### config.mk
export PLATFORM = sky130hd
export DESIGN_NAME = aisr_input_ref_select
export DESIGN_NICKNAME = d
export VERILOG_FILES = /design/src/aisr_pkg.sv /design/src/aisr_input_ref_select.sv
export SDC_FILE = /design/constraint.sdc
export NUM_CORES = 1
export LEC_CHECK = 0
export BUFFER_PORTS_ARGS = -buffer_cell sky130_fd_sc_hd__buf_4
export CAP_MARGIN = 15
export CORE_ASPECT_RATIO = 0.8
export CORE_UTILIZATION = 48
export CTS_BUF_LIST = sky130_fd_sc_hd__clkbuf_2
export CTS_CLUSTER_DIAMETER = 80
export CTS_CLUSTER_SIZE = 10
export DETAILED_ROUTE_END_ITERATION = 12
export PLACE_DENSITY = 0.81
export REMOVE_ABC_BUFFERS = 1
export SLEW_MARGIN = 40
export SYNTH_ARGS = -nofsm -noshare
export SYNTH_HDL_FRONTEND = slang
export SYNTH_SLANG_ARGS = --single-unit
### constraint.sdc
create_clock -name sys_clk -period 1.5 [get_ports sys_clk]
set_input_delay 0.3 -clock sys_clk [delete_from_list [all_inputs] [get_ports sys_clk]]
set_output_delay 0.3 -clock sys_clk [all_outputs]
set_load 0.1 [all_outputs]
### src/aisr_pkg.sv
package aisr_pkg;

   // ****************************************************************
   // Register page and address decode
   // ****************************************************************
   localparam logic [3:0] PAGE_MAIN = 4'h0;
   localparam logic [3:0] PAGE_CAL = 4'hF;
   localparam logic [7:0] ADDR_INPUT_SELECT = 8'hBB;
   localparam logic [7:0] ADDR_TEMP_OFFSET_LOW = 8'hBD;
   localparam logic [7:0] ADDR_TEMP_OFFSET_HIGH = 8'hBE;
   localparam logic [7:0] ADDR_REFERENCE_CONTROL = 8'hD1;

   // ****************************************************************
   // Field positions and reset values
   // ****************************************************************
   localparam int CODE_WIDTH = 5;
   localparam int OFFSET_WIDTH = 10;
   localparam int GND_SEL_BIT = 5;
   localparam int REF_SRC_LSB = 3;
   localparam int TEMP_EN_BIT = 2;
   localparam logic [4:0] INPUT_SELECT_RESET = 5'h1F;
   localparam logic [1:0] REF_SRC_RESET = 2'h3;
   localparam logic TEMP_EN_RESET = 1'b0;
   localparam logic GND_SEL_RESET = 1'b0;

   // ****************************************************************
   // Input-select codes
   // ****************************************************************
   localparam logic [4:0] CODE_PORT0_FIRST = 5'h00;
   localparam logic [4:0] CODE_PORT0_LAST = 5'h07;
   localparam logic [4:0] CODE_PORT1_FIRST = 5'h0C;
   localparam logic [4:0] CODE_PORT1_LAST = 5'h0F;
   localparam logic [4:0] CODE_PORT2_FIRST = 5'h10;
   localparam logic [4:0] CODE_PORT2_LAST = 5'h13;
   localparam logic [4:0] CODE_TEMP_SENSOR = 5'h1B;
   localparam logic [4:0] CODE_BATTERY_A = 5'h1C;
   localparam logic [4:0] CODE_CORE_REG = 5'h1D;
   localparam logic [4:0] CODE_BATTERY_B = 5'h1E;
   localparam logic [4:0] CODE_GROUND = 5'h1F;

   // Reference source field encoding.
   typedef enum logic [1:0] {
      AISR_REF_EXT_PIN = 2'b00,
      AISR_REF_SUPPLY_PIN = 2'b01,
      AISR_REF_DIGITAL_1V8 = 2'b10,
      AISR_REF_FAST_1V65 = 2'b11
   } aisr_ref_src_t;

   // One-hot steering of the positive converter input.
   typedef struct packed {
      logic [7:0] port0;
      logic [3:0] port1High;
      logic [3:0] port2Low;
      logic tempSensor;
      logic battery;
      logic coreRegulator;
      logic ground;
   } aisr_input_route_t;

   // Reference steering toward the analog front end.
   typedef struct packed {
      aisr_ref_src_t refSource;
      logic useAnalogGround;
      logic tempSensorEnable;
   } aisr_ref_ctrl_t;

endpackage : aisr_pkg

### src/aisr_input_ref_select.sv
// Overview of operation
// - Bits 4:0 of the input-select register pick port 0 pins 0-7, port 1 pins 4-7 or port 2 pins 0-3.
// - Code 11011 routes the temperature sensor, 11100/11110 battery, 11101 core regulator, 11111 ground.
// - The offset high register reads offset bits 9:2 in its bits 7:0.
// - The offset low register reads offset bits 1:0 in its bits 7:6.
// - Offset low bits 5:0 read zero and ignore writes.
// - Both offset registers are read-only and show the production value fixed per part.
// - The temperature sensor is active only while its enable bit is set.
// - A ground-reference selector picks the ordinary ground pin or the analog ground pin.
// - A reference selector with four choices and the ground choice live in the reference control register.
// - The input-select register decodes at page 0x0, address 0xBB.
// - The offset registers decode at page 0xF, high at 0xBE and low at 0xBD.
// - Reference field 00 external pin, 01 supply pin, 10 1.8 V digital, 11 1.65 V fast reference.
// - Ground select 0 means the ordinary ground pin, 1 the analog ground pin.
// - The sensor enable bit is bit 2 of the reference control register, 1 enables.
module aisr_input_ref_select
   import aisr_pkg::*;
(
   // Clock and reset
   input wire logic sys_clk,
   input wire logic rst,
   // Special-function-register access
   input wire logic [3:0] sfrPage,
   input wire logic [7:0] sfrAddr,
   input wire logic sfrWrite,
   input wire logic sfrRead,
   input wire logic [7:0] sfrWdata,
   output logic [7:0] sfrRdata,
   output logic sfrHit,
   // Production calibration value, held by non-volatile storage
   input wire logic [aisr_pkg::OFFSET_WIDTH-1:0] tempOffsetValue,
   // Analog front-end steering
   output aisr_pkg::aisr_input_route_t inputRoute,
   output aisr_pkg::aisr_ref_ctrl_t refCtrl,
   output logic tempSensorActive
);
   import aisr_pkg::*;

   // ****************************************************************
   // Register state
   // ****************************************************************
   logic [CODE_WIDTH-1:0] inputCode_r;
   logic [CODE_WIDTH-1:0] inputCode_nxt;
   logic [1:0] refSource_r;
   logic [1:0] refSource_nxt;
   logic gndSel_r;
   logic gndSel_nxt;
   logic tempEn_r;
   logic tempEn_nxt;
   logic [OFFSET_WIDTH-1:0] offsetCaught_r;
   logic [OFFSET_WIDTH-1:0] offsetCaught_nxt;
   logic offsetValid_r;
   logic offsetValid_nxt;
   logic [7:0] rdata_r;
   logic [7:0] rdata_nxt;
   logic hitSelect;
   logic hitRefCtrl;
   logic hitOffLow;
   logic hitOffHigh;

   // ****************************************************************
   // Address decode
   // ****************************************************************
   always_comb begin
      hitSelect = (sfrPage == PAGE_MAIN) && (sfrAddr == ADDR_INPUT_SELECT);
      hitRefCtrl = (sfrPage == PAGE_MAIN) && (sfrAddr == ADDR_REFERENCE_CONTROL);
      hitOffLow = (sfrPage == PAGE_CAL) && (sfrAddr == ADDR_TEMP_OFFSET_LOW);
      hitOffHigh = (sfrPage == PAGE_CAL) && (sfrAddr == ADDR_TEMP_OFFSET_HIGH);
      sfrHit = hitSelect | hitRefCtrl | hitOffLow | hitOffHigh;
   end

   // ****************************************************************
   // Next-state logic
   // ****************************************************************
   // The offset cannot be a reset value of a flip-flop, so it is caught on
   // the first clock after reset releases and never changes afterwards.
   always_comb begin
      inputCode_nxt = inputCode_r;
      refSource_nxt = refSource_r;
      gndSel_nxt = gndSel_r;
      tempEn_nxt = tempEn_r;
      offsetCaught_nxt = offsetCaught_r;
      offsetValid_nxt = 1'b1;
      rdata_nxt = rdata_r;
      if (!offsetValid_r) begin
         offsetCaught_nxt = tempOffsetValue;
      end
      if (sfrWrite && hitSelect) begin
         inputCode_nxt = sfrWdata[CODE_WIDTH-1:0];
      end
      if (sfrWrite && hitRefCtrl) begin
         gndSel_nxt = sfrWdata[GND_SEL_BIT];
         refSource_nxt = sfrWdata[REF_SRC_LSB +: 2];
         tempEn_nxt = sfrWdata[TEMP_EN_BIT];
      end
      // Writes to either offset register fall through unused.
      if (sfrRead) begin
         rdata_nxt = 8'h00;
         if (hitSelect) begin
            rdata_nxt = {3'h0, inputCode_r};
         end else if (hitRefCtrl) begin
            rdata_nxt[GND_SEL_BIT] = gndSel_r;
            rdata_nxt[REF_SRC_LSB +: 2] = refSource_r;
            rdata_nxt[TEMP_EN_BIT] = tempEn_r;
         end else if (hitOffHigh) begin
            rdata_nxt = offsetCaught_r[OFFSET_WIDTH-1:2];
         end else if (hitOffLow) begin
            rdata_nxt = {offsetCaught_r[1:0], 6'h00};
         end
      end
   end

   always_ff @(posedge sys_clk or posedge rst) begin
      if (rst) begin
         inputCode_r <= INPUT_SELECT_RESET;
         refSource_r <= REF_SRC_RESET;
         gndSel_r <= GND_SEL_RESET;
         tempEn_r <= TEMP_EN_RESET;
         offsetCaught_r <= '0;
         offsetValid_r <= 1'b0;
         rdata_r <= 8'h00;
      end else begin
         inputCode_r <= inputCode_nxt;
         refSource_r <= refSource_nxt;
         gndSel_r <= gndSel_nxt;
         tempEn_r <= tempEn_nxt;
         offsetCaught_r <= offsetCaught_nxt;
         offsetValid_r <= offsetValid_nxt;
         rdata_r <= rdata_nxt;
      end
   end

   assign sfrRdata = rdata_r;

   // ****************************************************************
   // Input multiplexer decode
   // ****************************************************************
   // Reserved codes leave every route off, so the input floats.
   always_comb begin
      inputRoute = '0;
      if (inputCode_r <= CODE_PORT0_LAST) begin
         inputRoute.port0[inputCode_r[2:0]] = 1'b1;
      end else if ((inputCode_r >= CODE_PORT1_FIRST) && (inputCode_r <= CODE_PORT1_LAST)) begin
         inputRoute.port1High[inputCode_r[1:0]] = 1'b1;
      end else if ((inputCode_r >= CODE_PORT2_FIRST) && (inputCode_r <= CODE_PORT2_LAST)) begin
         inputRoute.port2Low[inputCode_r[1:0]] = 1'b1;
      end else begin
         case (inputCode_r)
            CODE_TEMP_SENSOR: inputRoute.tempSensor = 1'b1;
            CODE_BATTERY_A: inputRoute.battery = 1'b1;
            CODE_BATTERY_B: inputRoute.battery = 1'b1;
            CODE_CORE_REG: inputRoute.coreRegulator = 1'b1;
            CODE_GROUND: inputRoute.ground = 1'b1;
            default: inputRoute = '0;
         endcase
      end
   end

   // ****************************************************************
   // Reference steering
   // ****************************************************************
   always_comb begin
      refCtrl.refSource = aisr_ref_src_t'(refSource_r);
      refCtrl.useAnalogGround = gndSel_r;
      refCtrl.tempSensorEnable = tempEn_r;
      // A sensor sample is only meaningful with both conditions.
      tempSensorActive = tempEn_r && inputRoute.tempSensor;
   end

endmodule : aisr_input_ref_select

==> results by group, run 1 <==
Place
  – Routability congestion estimate: 0.872
  – Placed standard-cell area: 2240 um^2
  – Placed cell count: 270
  – Dpl hpwl: 3.42 mm
  – IO buf count: 65

Floorplan
  – I/O pin count: 68
  – Chip width: 64.7 um
  – Row Count: 17
  – Die H: 52.2 um
  – Starting Density: 52.6%

CTS
  – Clock buffer depth: 2
  – Root Driver: clkbuf_2
  – Clk sinks: 28
  – Num CTS Buffers: 3
  – H-tree depth: 1

Logic synthesis
  – Register bit total from synthesis: 28
  – Synth area leaders: dfrtp_1, mux2_2, dfstp_2, nor2_1, nor4_1
  – Sequential share of the synthesized area: 47.0%
  – Share of flip-flops with an asynchronous set or reset: 100%
  – Syn Area/Cell: 10.6 um^2
  – Number of flops mapped to enable cells by yosys: 0
  – Cells after synthesis: 143
  – Largest area contributor in the netlist: dfrtp_1
  – Share of the synthesized area in the top cell type: 34.8%
  – Synth warn: 0
  – Library cells used by synthesis: 36
  – Primary FF master, synth: dfrtp_1
  – Synthesized area: 1510 um^2

Outcome
  – Outcome: stopped before the end
  – Error: [ERROR GRT-0232] Routing congestion too high. Check the congestion heatmap in the GUI.
  – Failing step: global routing (5_1_grt)

Global routing
  – Total Routing Usage GR: 81.0%
  – Largest net degree at the start of global routing: 29
  – Total grt overflow: 60
[metrics by stage]
stage	worst slack (ps)	hold slack, ps	utilization [%]
3_3_place_gp	-314	374	78.2
4_1_cts	-464	116	94.0
3_5_place_dp	-395	386	78.2
2_1_floorplan	-2620	360	-
[logic make-up after synthesis]
kind of cell	after synthesis	synth area share, %
AO/OA/AOI/OAI	17	8.62
buffers and inverters	14	4.47
flip-flops	28	47.0
multiplexers	20	14.9
other	1	0.248
AND/OR/NAND/NOR	63	24.8
[cell usage after synthesis (all sizes together), types with 3 or more instances]
| cell type | number |
|---|---|
| nand3b | 3 |
| nor4b | 3 |
| a22oi | 3 |
| and3 | 4 |
| mux2 | 20 |
| nand2 | 8 |
| nor4 | 5 |
| dfstp | 7 |
| clkbuf | 6 |
| nand4 | 4 |
| nor2 | 21 |
| inv | 5 |
| a22o | 3 |
| buf | 3 |
| o21ai | 3 |
| dfrtp | 21 |
| nor2b | 3 |
| nand2b | 4 |
[metal layers]
metal	overflow	track usage (%)
met5	0	14.3
met4	21	93.0
met3	0	63.7
met2	37	99.7
met1	2	77.8
[repair_timing]
item | in CTS
pin swaps | 13
hold buffers | 1
setup buffers | 13
gates cloned | 1
gates resized for setup | 71
endpoints found under the hold margin | 21
endpoints found under the setup margin | 24
==> inputs of run 2 (changes only) <==
- CORE_ASPECT_RATIO: 0.8 -> unset
- CORE_UTILIZATION: 48 -> 40
- CTS_BUF_LIST: sky130_fd_sc_hd__clkbuf_2 -> unset
- CTS_CLUSTER_DIAMETER: 80 -> unset
- CTS_CLUSTER_SIZE: 10 -> unset
- PLACE_DENSITY: 0.81 -> unset
- PLACE_DENSITY_LB_ADDON: unset -> 0.15
==> run 2 against run 1 <==
  * The flow now finishes, with violations (negative setup slack)
  * Synthesized cell count unchanged
  * Synthesized area stayed put
==> results by group, run 2 <==
Detailed routing
  – Initial DRC count: 105
  – Number of vias per cell: 5.57
  – Routed WL: 5.33 mm
  – Initial DRT Pass Iterations: 4
  – Routed len/inst: 18.5 um
  – Drt drc: 0
  – DR vias: 1,603
  – Number of antenna-violating nets in the routed design: 0

Place
  – Dpl ws: -348 ps (+47.4 ps)
  – IO buf count: 65 (unchanged)
  – Routability congestion estimate: 0.857 (-1.7%)
  – Dpl hpwl: 3.23 mm (-5.6%)

Outcome
  – Outcome: finished with violations
  – Failing checks: negative setup slack

Logic synthesis
  – Share of flip-flops with an asynchronous set or reset: 100% (unchanged)
  – Synthesized area: 1510 um^2 (unchanged)
  – Register bit total from synthesis: 28 (unchanged)
  – Largest area contributor in the netlist: dfrtp_1
  – Primary FF master, synth: dfrtp_1
  – Synth Area in Adders: 0% (unchanged)
  – Sequential share of the synthesized area: 47.0% (unchanged)
  – Synth area leaders: dfrtp_1, mux2_2, dfstp_2, nor2_1, nor4_1
  – Largest family of logic cells by synthesized area: simple AND/OR/NAND/NOR gates
  – Compound-Gate Fraction of Synth Area: 8.62% (unchanged)
  – Library cells used by synthesis: 36 (unchanged)
  – Cells after synthesis: 143 (unchanged)
  – Simple-gate share of the synthesized area: 24.8% (unchanged)
  – Share of the synthesized area in the top cell type: 34.8% (unchanged)
  – Number of flops mapped to enable cells by yosys: 0 (unchanged)
  – Mux share of post-synthesis cell area: 14.9% (unchanged)
  – Syn Area/Cell: 10.6 um^2 (unchanged)
  – Synth Area in XOR/XNOR: 0% (unchanged)
  – Post-synth top cells: dfrtp_1, nor2_1, mux2_2
  – Synth warn: 0 (unchanged)

CTS
  – CTS Hold Bufs: 0 (-1)
  – H-tree depth: 1 (unchanged)
  – TritonCTS clock tree: done
  – Clock buffer depth: 2 (unchanged)
  – Num CTS Buffers: 3 (unchanged)
  – Clk sinks: 28 (unchanged)
  – Clock Latency Late Sink: 280 ps
  – Root Driver: clkbuf_8
  – Clock Pin Slew Worst Setup and Hold Paths: 100 ps

Cells and area
  – Inserted Diodes: 0
  – Commonest non-fill, non-tap cell in the layout: buf_4
  – Fill cell count: 229
  – Max FFs per register: 10
  – Nets: 277
  – Post-layout util: 76.4%
  – Area Overhead vs Synth: 75.6%
  – Top reg by flops: offsetCaught_r
  – Share of cells above drive strength 1: 66.9%
  – Commonest non-fill, non-tap cells in the layout: buf_4, dfrtp_1, mux2_2, buf_6, nor2_1

Pwr
  – Power Dens Cells: 618 nW/um^2
  – Worst vdd ir: 0.568 mV
  – Leakage power total: 1.22 nW

Timing
  – Hold Vio Cnt, Final: 0
  – Final WS setup: -385 ps
  – Tcrit/Tclk final: 126%
  – Final min period: 1880 ps
  – RSZ-0062 raised after global routing: yes
  – Slew Viols, Final: 0
  – Final setup violating endpoints: 22
  – Worst Skew: 11.2 ps
  – Fin Hold WS: 77.8 ps
  – Fmax: 531 MHz

Floorplan
  – Die Area: 4030 um^2
  – I/O pin count: 68 (unchanged)
  – Die H: 63.4 um (+22%)
  – Starting Density: 43.5% (-9.1 points)
  – Row Count: 21 (+4)
  – Placeable Area: 3470 um^2
  – Chip width: 63.4 um (-2.0%)

Setup path
  – Required @ worst endpoint: 1200 ps
  – Crit path cell chain: nand2_1, buf_4, nor2_1, buf_6
  – Slowest stage delay, CP: 610 ps
  – CP max-delay cell: dfstp_2
  – Critical Path AT: 1580 ps
  – CP Capture Type: primary output
  – CP max FO: 5
  – R2R setup slack: 270 ps
  – Crit Path Category: flip-flop to primary output
  – CP Launch Type: flip-flop

Global routing
  – Largest net degree at the start of global routing: 29
  – First-pass GRT wire length: 7.98 mm
  – Total grt overflow: 0
  – Initial antenna violation count: 0
  – Vias in the first global route: 1,626
  – Total Routing Usage GR: 26.3%

Min path
  – Hold crit path type: input pin to asynchronous set/reset pin

Run
  – Max Cap Viol: 0
run 2: cell counts after synthesis:
Identical to the previous run, type by type.
run 2: layer usage:
metal / GRT usage, % / vias to the layer above / wire (um)
li1: - / 707 / -
met1: 30.0 / 778 / 1920
met2: 46.3 / 94 / 2740
met3: 4.53 / 24 / 420
met4: 14.2 / 0 / 250
met5: 0 / - / 0
run 2: where the power goes:
group | internal [W] | switching, W | leakage [nW] | total [W]
combinational | 0.000124 | 0.000107 | 0.847 | 0.000232
clock | 0.000357 | 0.000236 | 0.0357 | 0.000594
sequential | 0.000787 | 0.0000255 | 0.339 | 0.000813
total | 0.00127 | 0.000369 | 1.22 | 0.00164
run 2: final timing paths:
check / from / endpoint / cells past startpoint
max in group asynchronous: rst / inputCode_r[0] / 3
worst min register to register: offsetCaught_r[9] / offsetCaught_r[9] / 1
min in group sys_clk: sfrWdata[5] / gndSel_r / 2
worst min-delay path: rst / sfrRdata[7] / 3
worst max register to register: inputCode_r[4] / sfrRdata[4] / 3
worst max-delay path: inputCode_r[3] / inputRoute[0] / 4
run 2: final cells by class:
type,count,area [um^2],area share [%]
sequential,28,709,26.8
clock inverter,1,30.0,1.13
timing repair buffer,104,953,36.0
inverter,5,18.8,0.708
clock buffer,3,41.3,1.56
tap,46,57.6,2.17
multi-input combinational,101,841,31.7
run 2: stage by stage:
stage / total power (W) / std cells / TNS, ps / instance area, um^2
finish: 0.00164 / 288 / -7130 / 2650
global route: 0.00170 / 288 / -8110 / 2650
CTS: 0.00164 / 285 / -5780 / 2560
detailed placement: 0.00104 / 276 / -2860 / 2240
global placement: 0.00103 / 276 / -1760 / 2240
floorplan: 0.000907 / 134 / -25570 / 1460
run 2: critical path, delay by kind of cell (launching register included):
family	cells	cell delay (ps)
AND/OR/NAND/NOR	2	270
buffers and inverters	2	420
flip-flops	1	610
run 2: cell families (layout without fill, tap and decap cells):
group	count (synthesis)	in the layout
flops	28	28
compound gates	17	17
mux	20	20
other cells	1	1
simple gates	63	63
buf+inv	14	113
run 2: repair_timing:
action	in CTS	in global routing
gates cloned	0	1
endpoints found under the setup margin	22	22
gates resized for setup	53	12
setup buffers	5	2
pin swaps	7	6
Note: power is estimated with default switching activity, not from simulation.
==> inputs of run 3 (changes only) <==
- SETUP_SLACK_MARGIN: unset -> 0.1
==> run 3 against run 2 <==
  * The flow still finishes with violations (negative setup slack)
  * Global-route usage barely moved
  * Clock power about the same
  * Register-to-register slack about the same
  * Utilization increased by 3.0 points
  * Combinational power increased by 5%
  * Final cell count rose by 0.69%
  * Clock-buffer cell count stayed put
  * Cell area increased by 3.9%
  * Via count grew 0.50%
  * Largest cell class unchanged
  * Largest power group unchanged
==> results by group, run 3 (synthesized netlist as in run 2, its figures left out) <==
Floorplan
  – Chip width: 63.4 um (unchanged)
  – I/O pin count: 68 (unchanged)
  – Starting Density: 43.5% (unchanged)
  – Placeable Area: 3470 um^2 (unchanged)
  – Die H: 63.4 um (unchanged)
  – Row Count: 21 (unchanged)
  – Die Area: 4030 um^2 (unchanged)

Cells and area
  – Inserted Diodes: 0 (unchanged)
  – Nets: 279 (+0.72%)
  – Non-Filler Instances: 290 (+0.69%)
  – Commonest non-fill, non-tap cells in the layout: buf_4, dfrtp_1, buf_6, mux2_2, nor2_1
  – Top reg by flops: offsetCaught_r
  – Share of cells above drive strength 1: 67.6% (+0.68 points)
  – Commonest non-fill, non-tap cell in the layout: buf_4
  – Area Overhead vs Synth: 82.4%
  – Fill cell count: 211 (-7.9%)
  – Post-layout util: 79.4% (+3.0 points)
  – Max FFs per register: 10 (unchanged)

Setup path
  – Slowest stage delay, CP: 610 ps (about the same)
  – Critical Path AT: 1560 ps (-20 ps)
  – Crit Path Category: flip-flop to primary output
  – WP buf/inv: 2 (unchanged)
  – Worst r2r path cells: 3 (unchanged)
  – CP max-delay cell: dfstp_2
  – CP max FO: 5 (unchanged)
  – Worst path top cell family by delay: flip-flops
  – Crit path cell chain: nand2_1, buf_4, nor2_1, buf_6
  – CP Capture Type: primary output
  – CP Depth: 4 (unchanged)
  – Required @ worst endpoint: 1200 ps (about the same)
  – CP Launch Type: flip-flop

Detailed routing
  – Number of vias per cell: 5.56 (-0.19%)
  – Drt drc: 0 (unchanged)
  – Initial DRT Pass Iterations: 4 (unchanged)
  – Routed len/inst: 19.1 um (+3.1%)
  – Number of antenna-violating nets in the routed design: 0 (unchanged)
  – Routed WL: 5.53 mm (+3.8%)
  – DR vias: 1,611 (+0.50%)
  – Initial DRC count: 94 (-10%)

Pwr
  – Combinational power share: 14.7% (+0.6 points)
  – Worst vdd ir: 0.567 mV (-0.18%)
  – Power Dens Cells: 600 nW/um^2 (-3.0%)
  – Internal Power: 0.00128 W (+0.50%)
  – Leakage power total: 1.26 nW (+3.2%)
  – Sequential share of power: 49.2% (-0.4 points)
  – Clock power frac: 36.0% (-0.2 points)
  – Switching share of power: 22.8% (+0.24 points)
  – NetSw: 0.000376 W (+1.9%)

Global routing
  – Largest net degree at the start of global routing: 29 (unchanged)
  – Vias in the first global route: 1,627 (+0.062%)
  – Initial antenna violation count: 0 (unchanged)
  – Total Routing Usage GR: 26.4% (+0.038 points)
  – First-pass GRT wire length: 7.99 mm (+0.18%)
  – Total grt overflow: 0 (unchanged)

Timing
  – Final min period: 1860 ps (-29.3 ps)
  – RSZ-0062 raised after global routing: yes
  – Hold Vio Cnt, Final: 0 (unchanged)
  – Worst Skew: 12.4 ps (+1.29 ps)
  – Fmax: 539 MHz (+1.6%)
  – Final WS setup: -356 ps (+29.3 ps)
  – Fin Setup TNS: -6920 ps (+211 ps)
  – Final setup violating endpoints: 22 (unchanged)
  – Tcrit/Tclk final: 124% (-2.0 points)
  – Slew Viols, Final: 0 (unchanged)

CTS
  – Clock Pin Slew Worst Setup and Hold Paths: 100 ps (about the same)
  – CTS Hold Bufs: 0 (unchanged)
  – Clock Latency Late Sink: 280 ps (about the same)
  – Clk sinks: 28 (unchanged)
  – H-tree depth: 1 (unchanged)
  – Num CTS Buffers: 3 (unchanged)
  – Root Driver: clkbuf_8
  – TritonCTS clock tree: done
  – Clock buffer depth: 2 (unchanged)

Place
  – Routability congestion estimate: 0.857 (unchanged)
  – Dpl hpwl: 3.23 mm (unchanged)
  – Placed cell count: 276 (unchanged)
  – IO buf count: 65 (unchanged)

Outcome
  – Failing checks: negative setup slack
  – Outcome: finished with violations

Run
  – Max Cap Viol: 0 (unchanged)

Min path
  – Hold crit path type: input pin to asynchronous set/reset pin
-- run 3: cell count changes in the layout (fill, tap and decap cells not counted) --
cell       delta
nor4_4        +1
nor2_1        -1
buf_6         +4
nor2_2        +1
buf_8         +4
and3_4        +1
nor4_2        -1
mux2_4        +3
buf_4         -7
clkbuf_16     +1
mux2_2        -3
and3_2        -1
-- run 3: worst register-to-register path, delay by kind of cell, from the launching register on --
kind                   cells  cell delay, ps
DFF                        1             410
AOI/OAI and AO/OA          2             540
buffers and inverters      1             160
-- run 3: layer usage --
metal	global-route usage, %	up-vias	wire [um]	share of wire [%]
li1	-	710	-	-
met1	30.0	793	2070	37
met2	46.4	86	2870	52
met3	4.53	22	339	6.1
met4	14.2	0	249	4.5
met5	0	-	0	0
-- run 3: worst paths after layout --
check	slack, ps	end	from
setup / recovery	-360	inputRoute[0]	inputCode_r[3]
hold / removal	80	sfrRdata[7]	rst
setup reg to reg	280	sfrRdata[4]	inputCode_r[4]
hold reg to reg	530	offsetCaught_r[9]	offsetCaught_r[9]
max in group asynchronous	1110	inputCode_r[0]	rst
min in group sys_clk	250	gndSel_r	sfrWdata[5]
-- run 3: power groups by stage --
| stage | sequential, W | combinational, W | clock (W) |
|---|---|---|---|
| 3_3_place_gp | 0.000822 | 0.000208 | 0 |
| 3_5_place_dp | 0.000826 | 0.000216 | 0 |
| 2_1_floorplan | 0.000834 | 0.0000737 | 0 |
| 5_1_grt | 0.000816 | 0.000259 | 0.000635 |
| 6_report | 0.000813 | 0.000243 | 0.000595 |
| 4_1_cts | 0.000811 | 0.000224 | 0.000606 |
-- run 3: repair_timing --
| action | in CTS | in global routing |
|---|---|---|
| gates resized for setup | 55 | 28 |
| pin swaps | 7 | 10 |
| gates cloned | 0 | 2 |
| endpoints found under the hold margin | 0 | 0 |
| setup buffers | 5 | 4 |
| endpoints found under the setup margin | 26 | 33 |
-- run 3: final cells by class --
| class | count | area, um^2 | area share [%] |
|---|---|---|---|
| inverter | 5 | 18.8 | 0.681 |
| multi-input combinational | 101 | 867 | 31.5 |
| timing repair buffer | 106 | 1030 | 37.4 |
| sequential | 28 | 709 | 25.7 |
| tap | 46 | 57.6 | 2.09 |
| clock inverter | 1 | 30.0 | 1.09 |
| clock buffer | 3 | 41.3 | 1.50 |
-- run 3: through the flow --
step / area [um^2] / hold slack (ps) / worst slack, ps / total power [W]
finish: 2760 / 77.6 / -356 / 0.00165
global placement: 2240 / 381 / -313 / 0.00103
floorplan: 1460 / 360 / -2620 / 0.000907
detailed placement: 2240 / 396 / -348 / 0.00104
CTS: 2570 / 88.6 / -302 / 0.00164
global route: 2760 / 126 / -422 / 0.00171
==> inputs of run 4 (changes only) <==
- CORE_AREA: unset -> 2 2 63 65
- CORE_UTILIZATION: 40 -> unset
- DIE_AREA: unset -> 0 0 65 67
==> run 4 against run 3 <==
  * The run still ends with negative setup slack left
  * Sequential share of layout area decreased by 2.5 points
  * Sequential power about the same
  * Non-clock buffer count up 7
  * Clock power grew 3%
  * Final cell count is 3.1% higher
  * Wire length increased by 21%
  * Die area rose by 8.2%
  * Global-route usage up 3.6 points
  * Maximum frequency is 3.0% lower
  * Largest power group unchanged
  * Highest routed layer unchanged
==> results by group, run 4 (synthesized netlist as in run 2, its figures left out) <==
Outcome
  – Outcome: finished with violations
  – Failing checks: negative setup slack

Detailed routing
  – Initial DRC count: 114 (+21%)
  – Number of antenna-violating nets in the routed design: 0 (unchanged)
  – Initial DRT Pass Iterations: 4 (unchanged)
  – DR vias: 1,705 (+5.8%)
  – Drt drc: 0 (unchanged)
  – Number of vias per cell: 5.70 (+2.6%)
  – Routed len/inst: 22.4 um (+18%)
  – Routed WL: 6.71 mm (+21%)

Place
  – Dpl hpwl: 3.22 mm (-0.48%)
  – IO buf count: 65 (unchanged)
  – Placed cell count: 280 (+1.4%)
  – Placed standard-cell area: 2260 um^2 (+0.78%)
  – Routability congestion estimate: 0.809 (-5.6%)

Floorplan
  – Die H: 67 um (+5.6%)
  – Starting Density: 41.9% (-1.7 points)
  – Chip width: 65 um (+2.5%)
  – Die Area: 4360 um^2 (+8.2%)
  – I/O pin count: 68 (unchanged)
  – Placeable Area: 3610 um^2 (+4.0%)
  – Row Count: 22 (+4.8%)

CTS
  – Clock Pin Slew Worst Setup and Hold Paths: 100 ps (about the same)
  – Root Driver: clkbuf_8
  – H-tree depth: 1 (unchanged)
  – Clk sinks: 28 (unchanged)
  – Num CTS Buffers: 3 (unchanged)
  – Clock buffer depth: 2 (unchanged)
  – TritonCTS clock tree: done
  – Clock Latency Late Sink: 290 ps (about the same)

Global routing
  – Initial antenna violation count: 0 (unchanged)
  – Total grt overflow: 0 (unchanged)
  – Vias in the first global route: 1,732 (+6.5%)
  – Largest net degree at the start of global routing: 29 (unchanged)
  – First-pass GRT wire length: 9.52 mm (+19%)
  – Total Routing Usage GR: 30.0% (+3.6 points)

Pwr
  – Worst vdd ir: 0.734 mV (+29%)
  – Internal Power: 0.00129 W (+0.80%)
  – Leakage power total: 1.34 nW (+6.7%)
  – Combinational power share: 15.8% (+1.1 points)
  – Clock power frac: 36.1% (about the same)
  – Sequential share of power: 48.1% (-1.1 points)
  – NetSw: 0.000405 W (+7.5%)
  – Switching share of power: 23.9% (+1.2 points)
  – Power Dens Cells: 554 nW/um^2 (-7.6%)

Setup path
  – Worst path top cell family by delay: flip-flops
  – CP max FO: 6 (+1)
  – Crit Path Category: flip-flop to primary output
  – Slowest stage delay, CP: 640 ps (+30 ps)
  – WP buf/inv: 1 (-1)
  – CP Capture Type: primary output
  – Critical Path AT: 1610 ps (+50 ps)
  – CP Depth: 3 (-1)
  – Required @ worst endpoint: 1200 ps (about the same)
  – Crit path cell chain: nand3b_1, nor2_1, buf_6
  – Worst r2r path cells: 4 (+1)
  – CP Launch Type: flip-flop
  – CP max-delay cell: dfstp_2

Cells and area
  – Non-Filler Instances: 299 (+3.1%)
  – Commonest non-fill, non-tap cell in the layout: buf_4
  – Post-layout util: 84.6% (+5.2 points)
  – Inserted Diodes: 0 (unchanged)
  – Cell area after layout: 3050 um^2 (+11%)
  – Area Overhead vs Synth: 102%
  – Max FFs per register: 10 (unchanged)
  – Top reg by flops: offsetCaught_r
  – Commonest non-fill, non-tap cells in the layout: buf_4, buf_6, dfrtp_1, buf_12, mux2_2
  – Share of cells above drive strength 1: 74.5% (+6.9 points)
  – Fill cell count: 170 (-19%)
  – Nets: 286 (+2.5%)

Min path
  – Hold crit path type: input pin to asynchronous set/reset pin

Timing
  – Final min period: 1910 ps (+58.2 ps)
  – Fmax: 523 MHz (-3.0%)
  – Worst Skew: 9.06 ps (-3.38 ps)
  – Slew Viols, Final: 0 (unchanged)
  – Final WS setup: -414 ps (-58.2 ps)
  – Final setup violating endpoints: 22 (unchanged)
  – RSZ-0062 raised after global routing: yes
  – Hold Vio Cnt, Final: 0 (unchanged)
  – Tcrit/Tclk final: 128% (+3.9 points)
  – Fin Setup TNS: -7040 ps (-124 ps)

Run
  – Max Cap Viol: 0 (unchanged)
==> run 4: changes by cell type in the layout (fill, tap and decap cells not counted), moves of 3 or more <==
cell,change
nand2_1,-3
buf_12,+11
buf_4,-5
buf_6,+3
nor2_1,-7
nor2_4,+8
==> run 4: final timing paths <==
path | slack (ps) | end | from
max in group asynchronous | 1120 | inputCode_r[1] | rst
min in group sys_clk | 240 | gndSel_r | sfrWdata[5]
min reg2reg | 530 | offsetCaught_r[3] | offsetCaught_r[3]
max reg2reg | 240 | sfrRdata[2] | inputCode_r[2]
max | -410 | inputRoute[11] | inputCode_r[2]
min | 70 | sfrRdata[0] | rst
==> run 4: per-stage QoR <==
step           hold slack [ps]  setup WS [ps]  total power, W
2_1_floorplan              360          -2620        0.000907
3_3_place_gp               379           -301         0.00103
3_5_place_dp               394           -343         0.00104
4_1_cts                   87.6           -300         0.00166
5_1_grt                    111           -426         0.00175
6_report                  73.1           -414         0.00169
==> run 4: repair_timing <==
action / in CTS / in global routing
buffers inserted: 10 / 8
pin swaps: 17 / 20
hold buffers: 0 / 0
endpoints found under the setup margin: 29 / 34
resized for setup: 104 / 42
==> run 4: area by class of cell <==
| type | instances | area [um^2] | share of cell area (%) |
|---|---|---|---|
| multi-input cells | 101 | 993 | 32.6 |
| well taps | 48 | 60.1 | 1.97 |
| flip-flops and latches | 28 | 709 | 23.3 |
| clock inverters | 1 | 30.0 | 0.984 |
| clock buffers | 3 | 41.3 | 1.35 |
| inverters | 5 | 18.8 | 0.615 |
| repair buffers | 113 | 1200 | 39.3 |
==> run 4: metal layers <==
layer,wire length [um],global-route usage (%),vias up
met2,3270,55.0,90
met5,0,0,-
met3,380,6.59,32
li1,-,-,730
met1,2710,35.7,853
met4,346,6.65,0
==> run 4: power by group through the flow <==
stage	logic, W	clock network, W	registers [W]
detailed placement	0.000215	0	0.000827
CTS	0.000241	0.000606	0.000812
global placement	0.000206	0	0.000823
floorplan	0.0000737	0	0.000834
finish	0.000267	0.000610	0.000813
global route	0.000281	0.000648	0.000816
==> run 4: tightest hold or removal path: cells and delay by family <==
kind                   cells  cell delay [ps]
buffers and inverters      3              470
